### src/rtl/ext_decode_pkg.sv
package ext_decode_pkg;
	localparam int OPCODE_W = 16;
	localparam int DATA_ADDR_W = 12;
	localparam int PC_W = 21;
	localparam int LIT_W = 6;
	localparam int FILE_W = 8;
	localparam int BANK_W = 4;

	// Opcode fields
	localparam int OP_PREFIX_LSB = 6;
	localparam logic [9:0] OP_SUB_RETURN = 10'h3A7;
	localparam int OP_ACCESS_BIT = 8;
	localparam int OP_CLASS_MSB = 15;
	localparam int OP_CLASS_LSB = 12;

	// Byte and bit class bounds on the top nibble; low byte groups match opcode bits 11:9 and 11:10
	localparam logic [3:0] CLASS_FIRST = 4'h1;
	localparam logic [3:0] CLASS_LAST = 4'hB;
	localparam logic [2:0] LOW_BYTE_GROUP_A = 3'h1;
	localparam logic [1:0] LOW_BYTE_GROUP_B = 2'h1;

	// Access bank map
	localparam logic [FILE_W-1:0] INDEX_LIMIT = 8'h5F;
	localparam logic [BANK_W-1:0] ACCESS_LOW_BANK = 4'h0;
	localparam logic [BANK_W-1:0] ACCESS_HIGH_BANK = 4'hF;

	localparam logic [DATA_ADDR_W-1:0] FRAME_PTR_RESET = 12'h000;
	localparam logic [PC_W-1:0] PC_RESET = 21'h000000;

	typedef struct packed {
		logic valid;
		logic [OPCODE_W-1:0] opcode;
	} instr_t;

	typedef struct packed {
		logic valid;
		logic indexed;
		logic [DATA_ADDR_W-1:0] addr;
	} data_ref_t;

	typedef struct packed {
		logic load;
		logic [PC_W-1:0] target;
	} pc_update_t;

	typedef enum logic [0:0] {
		ST_EXEC,
		ST_RETURN_NOP
	} seq_state_t;
endpackage

### src/rtl/indexed_offset_addressing_return.sv
// Behaviour
// - Subtract-and-return subtracts unsigned 6-bit literal 0..63 from frame pointer, writes it back.
// - Then it returns: program counter loaded from top of return stack.
// - It takes two instruction cycles; the second cycle does nothing.
// - Decoded as subtract-from-pointer with select 11; targets frame pointer; flags unchanged.
// - Extended set enable also turns on indexed literal offset addressing.
// - Extended off: a=0 uses access bank, a=1 uses bank select register bank.
// - Extended on, a=0, file address 5Fh or below is a frame pointer offset.
// - Indexing applies alike to every byte and bit instruction carrying the a bit.
// - Frame pointer 00h makes indexed operands land on the plain access bank places.
// - Indexed effective address is frame pointer plus opcode literal offset.
`timescale 1ns/1ps
module indexed_offset_addressing_return (
	input wire logic clk,
	input wire logic reset,
	input wire logic ext_enable,
	input wire ext_decode_pkg::instr_t instr,
	input wire logic [ext_decode_pkg::BANK_W-1:0] bank_select_register,
	input wire logic [ext_decode_pkg::PC_W-1:0] top_of_return_stack,
	input wire logic frame_ptr_write,
	input wire logic [ext_decode_pkg::DATA_ADDR_W-1:0] frame_ptr_write_value,
	output logic [ext_decode_pkg::DATA_ADDR_W-1:0] stack_frame_pointer,
	output ext_decode_pkg::data_ref_t data_ref,
	output ext_decode_pkg::pc_update_t pc_update,
	output logic return_stack_pop,
	output logic status_write_block,
	output logic instr_ready
);
	import ext_decode_pkg::*;

	// Sequencer
	seq_state_t state_ff;
	seq_state_t nxt_state;

	// Frame pointer
	logic [DATA_ADDR_W-1:0] frame_ptr_ff;
	logic [DATA_ADDR_W-1:0] nxt_frame_ptr;

	// Registered results
	logic ref_valid_ff;
	logic ref_indexed_ff;
	logic [DATA_ADDR_W-1:0] ref_addr_ff;
	logic pc_load_ff;
	logic [PC_W-1:0] pc_target_ff;
	logic pop_ff;
	logic flags_hold_ff;

	// Opcode decode
	logic take;
	logic is_sub_return;
	logic sub_return_taken;
	logic access_sel;
	logic [FILE_W-1:0] file_addr;
	logic [LIT_W-1:0] literal;
	logic [3:0] op_class;

	// Access-bit classes
	logic class_main;
	logic class_low_a;
	logic class_low_b;
	logic has_access_bit;

	// Address forming
	logic in_index_window;
	logic use_index;
	data_ref_t nxt_ref;

	// Return side
	pc_update_t nxt_pc_update;
	logic nxt_pop;
	logic nxt_flags_hold;

	// New instructions are refused while the dead second cycle runs
	assign instr_ready = (state_ff == ST_EXEC);
	assign take = instr.valid && instr_ready;

	assign op_class = instr.opcode[OP_CLASS_MSB:OP_CLASS_LSB];
	assign literal = instr.opcode[LIT_W-1:0];
	assign file_addr = instr.opcode[FILE_W-1:0];
	assign access_sel = instr.opcode[OP_ACCESS_BIT];

	// Only an extended opcode, so it is unknown with the set disabled
	assign is_sub_return = ext_enable
		&& (instr.opcode[OPCODE_W-1:OP_PREFIX_LSB] == OP_SUB_RETURN);
	assign sub_return_taken = take && is_sub_return;

	// One class test for all byte and bit forms, so every one indexes alike
	assign class_main = (op_class >= CLASS_FIRST) && (op_class <= CLASS_LAST);
	assign class_low_a = (op_class == 4'h0) && (instr.opcode[11:9] == LOW_BYTE_GROUP_A);
	assign class_low_b = (op_class == 4'h0) && (instr.opcode[11:10] == LOW_BYTE_GROUP_B);
	assign has_access_bit = class_main || class_low_a || class_low_b;

	// The window is judged on the raw file field, before any pointer is added
	assign in_index_window = (file_addr <= INDEX_LIMIT);
	assign use_index = ext_enable && !access_sel && in_index_window;

	always_comb begin
		nxt_ref.valid = take && has_access_bit;
		nxt_ref.indexed = use_index;
		if (access_sel) begin
			nxt_ref.addr = {bank_select_register, file_addr};
		end else if (use_index) begin
			// A zero pointer gives back file_addr itself, the low access area
			nxt_ref.addr = frame_ptr_ff + {4'h0, file_addr};
		end else if (in_index_window) begin
			nxt_ref.addr = {ACCESS_LOW_BANK, file_addr};
		end else begin
			nxt_ref.addr = {ACCESS_HIGH_BANK, file_addr};
		end
	end

	always_comb begin
		nxt_state = state_ff;
		unique case (state_ff)
			ST_EXEC: begin
				if (sub_return_taken) begin
					nxt_state = ST_RETURN_NOP;
				end
			end
			ST_RETURN_NOP: begin
				nxt_state = ST_EXEC;
			end
		endcase
	end

	always_ff @(posedge clk) begin
		if (reset) begin
			state_ff <= ST_EXEC;
		end else begin
			state_ff <= nxt_state;
		end
	end

	// The instruction's own update beats a core write in the same cycle
	always_comb begin
		nxt_frame_ptr = frame_ptr_ff;
		if (sub_return_taken) begin
			// Wraps modulo the pointer width; software keeps the frame sane
			nxt_frame_ptr = frame_ptr_ff - {6'h00, literal};
		end else if (frame_ptr_write) begin
			nxt_frame_ptr = frame_ptr_write_value;
		end
	end

	always_ff @(posedge clk) begin
		if (reset) begin
			frame_ptr_ff <= FRAME_PTR_RESET;
		end else begin
			frame_ptr_ff <= nxt_frame_ptr;
		end
	end

	always_comb begin
		nxt_pc_update.load = sub_return_taken;
		// Sampled with the opcode, so a later push cannot move the target
		nxt_pc_update.target = top_of_return_stack;
	end

	// Pop and flag hold fire with the reload, never on their own
	assign nxt_pop = sub_return_taken;
	assign nxt_flags_hold = sub_return_taken;

	// Field registers, one per concern
	always_ff @(posedge clk) begin
		if (reset) begin
			ref_valid_ff <= 1'b0;
		end else begin
			ref_valid_ff <= nxt_ref.valid;
		end
	end

	always_ff @(posedge clk) begin
		if (reset) begin
			ref_indexed_ff <= 1'b0;
		end else begin
			ref_indexed_ff <= nxt_ref.indexed;
		end
	end

	always_ff @(posedge clk) begin
		if (reset) begin
			ref_addr_ff <= FRAME_PTR_RESET;
		end else begin
			ref_addr_ff <= nxt_ref.addr;
		end
	end

	always_ff @(posedge clk) begin
		if (reset) begin
			pc_load_ff <= 1'b0;
		end else begin
			pc_load_ff <= nxt_pc_update.load;
		end
	end

	always_ff @(posedge clk) begin
		if (reset) begin
			pc_target_ff <= PC_RESET;
		end else begin
			pc_target_ff <= nxt_pc_update.target;
		end
	end

	always_ff @(posedge clk) begin
		if (reset) begin
			pop_ff <= 1'b0;
		end else begin
			pop_ff <= nxt_pop;
		end
	end

	always_ff @(posedge clk) begin
		if (reset) begin
			flags_hold_ff <= 1'b0;
		end else begin
			flags_hold_ff <= nxt_flags_hold;
		end
	end

	// Outputs
	assign stack_frame_pointer = frame_ptr_ff;
	assign data_ref = '{valid: ref_valid_ff, indexed: ref_indexed_ff, addr: ref_addr_ff};
	assign pc_update = '{load: pc_load_ff, target: pc_target_ff};
	assign return_stack_pop = pop_ff;
	assign status_write_block = flags_hold_ff;
endmodule

### config.mk
export PLATFORM = sky130hd
export DESIGN_NAME = indexed_offset_addressing_return
export DESIGN_NICKNAME = d
export VERILOG_FILES = /design/src/rtl/ext_decode_pkg.sv /design/src/rtl/indexed_offset_addressing_return.sv
export SDC_FILE = /design/constraint.sdc
export NUM_CORES = 1
export LEC_CHECK = 0
export ABC_AREA = 1
export BUFFER_PORTS_ARGS = -buffer_cell sky130_fd_sc_hd__buf_2
export CAP_MARGIN = 20
export CORE_MARGIN = 4
export CORE_UTILIZATION = 44
export DETAILED_ROUTE_END_ITERATION = 6
export HOLD_SLACK_MARGIN = 0.02
export PLACE_DENSITY_LB_ADDON = 0.15
export RECOVER_POWER = 50
export SYNTH_ARGS = -nofsm -noshare
export SYNTH_HDL_FRONTEND = slang
export SYNTH_SLANG_ARGS = --single-unit
export TNS_END_PERCENT = 10
### constraint.sdc
create_clock -name clk -period 2.1 [get_ports clk]
set_clock_uncertainty 0.2 [all_clocks]
set_input_delay 0.105 -clock clk [delete_from_list [all_inputs] [get_ports clk]]
set_output_delay 0.105 -clock clk [all_outputs]
set_load 0.01 [all_outputs]
; ---- Word-level counts from Yosys, hierarchy flattened
; Index checks and enable logic that the tools add are counted.
; W data, S select, Z words.
[totals]
input_bits = 58
wordCells = 37
out_inout_bits = 51
regBits = 49
[op_classes]
bitwise_logic = 1
reduce_logical = 14
order_cmp = 3
eq_ne = 3
add_sub_neg = 2
mux = 7
[ops]
columns = operator, n
row1 = $mux W12, 5
row2 = $add A12 B8 Y12, 1
row3 = $sub A12 B6 Y12, 1
row4 = $eq A10 B10 Y1 const B, 1
row5 = $logic_and A1 B1 Y1, 9
row6 = $le A8 B7 Y1 const B, 1
row7 = $ge A4 B1 Y1 const B, 1
row8 = $le A4 B4 Y1 const B, 1
row9 = $logic_not A4 Y1, 1
row10 = $eq A3 B1 Y1 const B, 1
row11 = $eq A2 B1 Y1 const B, 1
row12 = $logic_or A1 B1 Y1, 2
row13 = $pmux W1 S2, 1
row14 = $reduce_bool A2 Y1, 1
row15 = $logic_not A1 Y1, 1
row16 = $mux W1, 1
row17 = $not A1 Y1, 1

; ---- Depth between registers and ports, before layout
; Gate-level depths: netlist (run 1).
[depth]
depth_word = 5
ltp_mapped = 13

; ---- Worst setup path after synthesis (run 1)
; OpenSTA, ideal clock, no wires.
[synth_timing]
path_type = register to register
start = register frame_ptr_ff[0] (netlist: stack_frame_pointer[0])
end = register ref_addr_ff[10]
setup_slack_ns = 0.058
period_less_slack_ns = 2.042
arrival_time_ns = 1.716
required_time_ns = 1.774
path_stages_with_launch = 10
path_buffers = 0
cell_sequence = dfxtp_1 > ha_1 > inv_1 > fa_1 > o31ai_2 > nand2_1 > nand2_1 > nand3_1 > nand2_1 > o21ai_0
[synth_via]
elab_chain_len = 3
[synth_rtl]
columns = item, line
row1 = "start, declared", indexed_offset_addressing_return.sv:36  ; logic [DATA_ADDR_W-1:0] frame_ptr_ff;
row2 = "start signal, assigned", indexed_offset_addressing_return.sv:149  ; frame_ptr_ff <= nxt_frame_ptr;
row3 = $add A12 B8 Y12, indexed_offset_addressing_return.sv:104  ; nxt_ref.addr = frame_ptr_ff + {4'h0, file_addr};
row4 = $mux W12, indexed_offset_addressing_return.sv:102  ; end else if (use_index) begin
row5 = $mux W12, indexed_offset_addressing_return.sv:100  ; if (access_sel) begin
row6 = "end signal, assigned", indexed_offset_addressing_return.sv:184  ; ref_addr_ff <= nxt_ref.addr;
row7 = "end, declared", indexed_offset_addressing_return.sv:42  ; logic [DATA_ADDR_W-1:0] ref_addr_ff;
; No other way between the ends.
; A chain may end at the register's enable or synchronous reset.

; ---- Final worst setup path (run 1)
[layout_timing]
start = input instr[1] (netlist name)
end = register ref_addr_ff[6]
[layout_via]
elab_chain_len = 4
elab_cells_between_ends = 5
[layout_rtl]
columns = item, line
row1 = "start, declared", indexed_offset_addressing_return.sv:17  ; input wire ext_decode_pkg::instr_t instr,
row2 = branches (longest 2 deep; another with $add A12 B8 Y12), n/a
row3 = $mux W12 *, indexed_offset_addressing_return.sv:102
row4 = $mux W12 *, indexed_offset_addressing_return.sv:100
; Mark *: on every way between the ends.

==> impl_metrics.py, run 1 <==
metrics = {
    "outcome": {
        "status": "finished, violations left",
        "violations": "hold timing",
    },
    "final_layout": {
        "fin_cells": 661,
        "seq_area_um2": 982,
        "diodes": 0,
        "drive_above_1_share_pct": 17.2,
        "syn_to_final_growth_pct": 45.0,
        "fin_nets": 659,
        "multi_input_area_mm2": 0.00149,
        "fillers": 568,
    },
    "detailed_routing": {
        "first_pass_iters": 4,
        "drtAntennaViolNets": 0,
        "viasPerCell": 4.75,
        "wl_met3_um": 552,
        "drt_iter0_markers": 183,
        "drc": 0,
        "wl_met2_um": 4120,
        "wl_per_cell_um": 12.8,
        "vias": 3139,
        "wl_met1_um": 3640,
        "wl_um": 8490,
        "top_layer_used": "met4",
    },
    "hold_path": {
        "worst_hold_path.endpoint": "ref_addr_ff[0]",
        "hp-start": "instr[0]",
        "hp-class": "primary input to flip-flop",
        "hold_path_depth": 3,
    },
    "synth": {
        "syn_area_mm2": 0.00279,
        "ys_types": 32,
        "yosysTopAreaCellShare_pct": 35.1,
        "ys_ff_latch": 49,
        "ys_warn_count": 0,
        "synth.top_cells.by_area": "dfxtp_1 35%, nand2_1 14%, inv_1 10%",
        "avgSynthCellArea_um2": 6.60,
        "synth-seq-area-share_pct": 35.1,
        "synth_area_leader_cell": "dfxtp_1",
        "synth_nets": 497,
        "synth_cells": 423,
    },
    "setup_path": {
        "start_kind": "primary input",
        "rr_startpoint": "stack_frame_pointer[3]",
        "rrSetupSlack_ns": 0.07,
        "arrival_ns": 2.04,
        "cp.required_ns": 2.11,
        "reg2reg_to": "ref_addr_ff[6]",
        "end_kind": "flip-flop",
        "crit_type": "primary input to flip-flop",
        "reg2regPathDepth": 10,
        "cp_max_fo": 4,
    },
    "place": {
        "dpl.cell_count": 600,
        "hpwl_um": 6160,
        "portBuffers": 108,
        "place_ws_ns": 0.0755,
        "routabilityCongestion": 0.849,
    },
    "global_routing": {
        "grt_first_pass_wirelength_um": 13700,
        "grt-ovfl-total": 0,
        "grt_pass1_vias": 3049,
        "track_usage_pct": 22.3,
        "grt_start_max_net_pins": 20,
        "antenna_found_initial": 0,
    },
    "floorplan": {
        "die_w_um": 87.7,
        "row_count": 28,
        "design.core.area_mm2": 0.00603,
        "initial_utilization_pct": 46.3,
        "ios": 109,
        "die_area_mm2": 0.00768,
        "die_y_um": 87.7,
    },
    "timing": {
        "worst_pin_slew_ns": 0.401,
        "setup_tns_ns": 0,
        "fmax_mhz": 492,
        "setup-violations-final": 0,
        "hold-worst-slack_ns": -0.0608,
        "finalCritPeriodShare_pct": 96.8,
        "hold_violations": 1,
        "relSlewSlack_pct": 73.2,
        "grt_setup_unrepaired": "true",
        "maxSlewViolCount": 0,
        "setup_slack_ns": 0.0675,
        "fin_crit_ns": 2.03,
    },
    "power_and_ir_drop": {
        "finalPower_mw": 2.26,
        "p_leak_nw": 2.10,
        "vdd_drop_max_mv": 0.413,
        "powerDensity_mw_per_mm2": 558,
        "clock_power_share_pct": 30.1,
        "seqPwrFrac_pct": 44.7,
        "power.switching_mw": 0.658,
        "switching_share_pct": 29.1,
        "pwr-share-comb_pct": 25.2,
        "p_int_mw": 1.60,
    },
    "cts": {
        "clkLatencyLatePin_ns": 0.31,
        "cts.htree.levels": 2,
        "path_clk_slew_ns": 0.08,
        "clockBufferDepth": 2,
        "cts.sinks": 49,
        "cts_tree": "built",
        "cts_buffers": 5,
        "cts_root_buffer": "clkbuf_8",
        "hold_buffers": 53,
        "post_cts_buffers": 0,
    },
    "job": {
        "maxCapViolCount": 0,
    },
}
## cells by family (layout without fill, tap and decap cells)
family	count (synthesis)	count (layout)	share of synthesized area, %
AND/OR/NAND/NOR	213	213	31.9
AO/OA/AOI/OAI	49	49	9.95
flip-flops	49	49	35.1
adder cells (fa/ha/maj)	16	16	7.71
XOR/XNOR	6	6	1.88
buffers and inverters	90	253	13.4
## routing by layer
metal  vias to the layer above  global-route usage [%]
met5                         -                       0
met4                         0                    7.39
met3                        16                    4.33
met2                       102                    37.8
met1                      1395                    28.4
li1                       1626                       -
## power by group through the flow
stage	Combinational, mW	Sequential, mW	Clock, mW
global placement	0.468	1.03	0
finish	0.569	1.01	0.680
floorplan	0.266	1.05	0
global route	0.637	1.02	0.739
detailed placement	0.474	1.03	0
CTS	0.556	1.01	0.700
## Yosys cell counts, drive strengths merged
library cell	count
o21bai	2
o211ai	2
buf	10
a21o	1
a21oi	30
o21ai	9
nand2	106
fa	2
nand4	3
xnor2	1
a22oi	1
clkbuf	5
nand3b	2
nor3	3
inv	75
nor2	67
dfxtp	49
o31ai	1
xor2	5
a31oi	1
o22ai	1
nor4	1
nand3	31
ha	14
o2bb2ai	1
## critical path: stages
cell	delay, ns
dlygate4sd3_1	0.54
buf_4	0.14
inv_1	0.08
fa_2	0.43
o31ai_4	0.29
buf_4	0.16
a21oi_1	0.05
nand2_1	0.07
nand3_1	0.07
nand2_1	0.07
inv_1	0.03
## area by class of cell
class	count	area share, %
clock inverters	2	0.958
inverters	75	6.95
flip-flops and latches	49	24.3
clock buffers	6	1.79
repair buffers	170	26.9
multi-input cells	284	36.8
well taps	75	2.32
## stage by stage
step                hold slack (ns)  instance area (um^2)  utilization (%)
finish                      -0.0608                  4050             67.2
CTS                         -0.0655                  4040             67.1
global route                -0.0299                  4050             67.2
detailed placement            0.112                  3400             56.4
global placement              0.103                  3400             56.4
floorplan                    0.0120                  2790                -
## flip-flops by register name (all words and copies together), names as in the netlist
name / cells
pc_target_ff: 21
ref_addr_ff: 12
stack_frame_pointer: 12
ref_indexed_ff: 1
ref_valid_ff: 1
state_ff: 1
status_write_block: 1
## cell usage in the layout, fill, tap and decap left out, types with 4 or more instances in the layout
| cell | instances |
|---|---|
| nand3_1 | 30 |
| clkbuf_8 | 5 |
| clkbuf_1 | 42 |
| nor2_1 | 63 |
| a21oi_2 | 4 |
| a21oi_1 | 26 |
| xor2_1 | 5 |
| dfxtp_1 | 48 |
| inv_1 | 74 |
| nand2_1 | 105 |
| o21ai_0 | 9 |
| buf_2 | 66 |
| buf_4 | 10 |
| dlygate4sd3_1 | 53 |
| ha_1 | 10 |
## what timing repair did
| action | 4_1_cts | 5_1_grt |
|---|---|---|
| endpoints found under the hold margin | 45 | 1 |
| gates resized for setup | 0 | 14 |
| setup endpoints to repair | 0 | 18 |
## worst max path at each step
| stage | cells after the start | start | slack (ns) | to |
|---|---|---|---|---|
| 6_report | 11 | instr[1] | 0.07 | ref_addr_ff[6] |
| 5_1_grt | 10 | stack_frame_pointer[0] | -0.07 | ref_addr_ff[6] |
| 4_1_cts | 12 | instr[2] | 0.02 | ref_addr_ff[11] |
| 3_5_place_dp | 10 | stack_frame_pointer[3] | 0.08 | ref_addr_ff[6] |
| 3_3_place_gp | 10 | stack_frame_pointer[0] | 0.12 | ref_addr_ff[6] |
| 2_1_floorplan | 9 | stack_frame_pointer[0] | 0.06 | ref_addr_ff[10] |
No activity file was read; power rests on OpenSTA's default activity.
==> run 2: changes to the inputs <==
CORE_MARGIN = not set   (was 4)
==> impl_metrics.py, run 2 (same netlist as run 1, synthesis figures left out) <==
metrics = {
    "floorplan": {
        "die_w_um": 81.7,
        "die_area_mm2": 0.00667,
        "design.core.area_mm2": 0.00603,
        "die_y_um": 81.7,
        "initial_utilization_pct": 46.3,
        "row_count": 28,
        "ios": 109,
    },
    "place": {
        "place_area_mm2": 0.00341,
        "portBuffers": 108,
        "routabilityCongestion": 0.893,
        "hpwl_um": 5750,
        "place_ws_ns": 0.0563,
    },
    "detailed_routing": {
        "first_pass_iters": 5,
        "wl_um": 8490,
        "drtAntennaViolNets": 0,
        "viasPerCell": 4.85,
        "wl_per_cell_um": 12.7,
        "drt_iter0_markers": 205,
        "vias": 3238,
        "drc": 0,
    },
    "global_routing": {
        "grt_pass1_vias": 2925,
        "grt_first_pass_wirelength_um": 12800,
        "antenna_found_initial": 0,
        "track_usage_pct": 25.3,
        "grt-ovfl-total": 0,
        "grt_start_max_net_pins": 19,
    },
    "timing": {
        "fin_crit_ns": 2.02,
        "relSlewSlack_pct": 72.9,
        "hold-worst-slack_ns": 0.0400,
        "finalCritPeriodShare_pct": 96.2,
        "fmax_mhz": 495,
        "setup_slack_ns": 0.0793,
        "worst_pin_slew_ns": 0.405,
        "setup-violations-final": 0,
        "setup_tns_ns": 0,
        "maxSlewViolCount": 0,
        "hold_violations": 0,
    },
    "final_layout": {
        "fin_nets": 665,
        "post-route-util_pct": 68.2,
        "largest_register_ffs": 21,
        "syn_to_final_growth_pct": 47.3,
        "layout_common_cells": "106 x nand2_1, 74 x inv_1, 62 x buf_2, 61 x nor2_1, 58 x dlygate4sd3_1",
        "largest_register": "pc_target_ff",
        "final_common_cell": "nand2_1",
        "drive_above_1_share_pct": 16.7,
        "final_area_mm2": 0.00411,
        "diodes": 0,
    },
    "job": {
        "maxCapViolCount": 0,
    },
    "setup_path": {
        "start_kind": "primary input",
        "cp_cell_sequence": "dlygate4sd3_1 > buf_4 > inv_1 > fa_2 > o31ai_4 > buf_4 > a21oi_1 > nand2_1 > nand3_1 > nand2_1 > inv_1",
        "cp_max_fo": 4,
        "max_stage_delay_ns": 0.55,
        "end_kind": "flip-flop",
        "cp.required_ns": 2.12,
        "arrival_ns": 2.04,
        "cp_top_family": "buffers and inverters",
        "crit_type": "primary input to flip-flop",
        "crit_buf_inv": 5,
        "crit_slowest_cell": "dlygate4sd3_1",
    },
    "hold_path": {
        "hp-class": "primary input to flip-flop",
    },
    "cts": {
        "path_clk_slew_ns": 0.10,
        "cts_tree": "built",
        "cts.sinks": 49,
        "post_cts_buffers": 0,
        "cts.htree.levels": 2,
        "clkLatencyLatePin_ns": 0.31,
        "cts_root_buffer": "clkbuf_8",
        "clockBufferDepth": 2,
        "cts_buffers": 5,
    },
    "power_and_ir_drop": {
        "p_leak_nw": 2.12,
        "powerDensity_mw_per_mm2": 559,
        "vdd_drop_max_mv": 0.424,
    },
    "outcome": {
        "status": "finished clean",
    },
}
run 2: changes by cell type in the layout (fill, tap and decap cells not counted), moves of 2 or more:
cell / previous run / this run
nor2_2: 1 / 3
buf_2: 66 / 62
dlygate4sd3_1: 53 / 58
clkbuf_1: 42 / 47
nand3_1: 30 / 28
a21oi_2: 4 / 1
nor2_1: 63 / 61
a21oi_1: 26 / 29
nand3_2: 1 / 3
run 2: worst min-delay path: stages:
cell and delay, ns:
buf_2 0.16, nor2_4 0.12, nand2_1 0.07, a21oi_1 0.05
run 2: cell type report:
cell class	instances	area [um^2]
fill	512	1910
clock inverter	3	43.8
sequential	49	982
multi-input combinational	284	1510
inverter	75	282
timing repair buffer	176	1130
clock buffer	5	68.8
tap	75	93.8
run 2: final timing paths:
kind / from / endpoint / slack (ns) / cells past startpoint
worst max register to register: stack_frame_pointer[3] / ref_addr_ff[6] / 0.10 / 10
worst max-delay path: instr[1] / ref_addr_ff[6] / 0.08 / 11
worst min-delay path: frame_ptr_write / stack_frame_pointer[8] / 0.04 / 4
worst min register to register: stack_frame_pointer[11] / stack_frame_pointer[11] / 0.34 / 2
run 2: per-stage QoR:
step / std cells / total power, mW
final: 667 / 2.30
after global routing: 667 / 2.42
after CTS: 667 / 2.29
after detailed placement: 601 / 1.50
after global placement: 601 / 1.49
after floorplan: 423 / 1.32
run 2: metal layers:
layer  GRT usage [%]  vias to the layer above  share of wire (%)
met5               0                        -                  0
met4            10.4                        0                3.1
met3            4.89                       26                5.9
met2            43.3                      126                 48
met1            30.9                     1450                 43
li1                -                     1636                  -
run 2: where the power goes:
| part | switching (mW) | leakage, nW | internal, mW | total (mW) |
|---|---|---|---|---|
| logic | 0.312 | 1.66 | 0.270 | 0.582 |
| clock network | 0.348 | 0.0585 | 0.358 | 0.705 |
| registers | 0.0308 | 0.407 | 0.981 | 1.01 |
run 2: timing repair:
item / CTS / global route
gates resized for setup: 0 / 17
endpoints found under the setup margin: 0 / 17
hold buffers: 58 / 0
hold endpoints to repair: 46 / 0
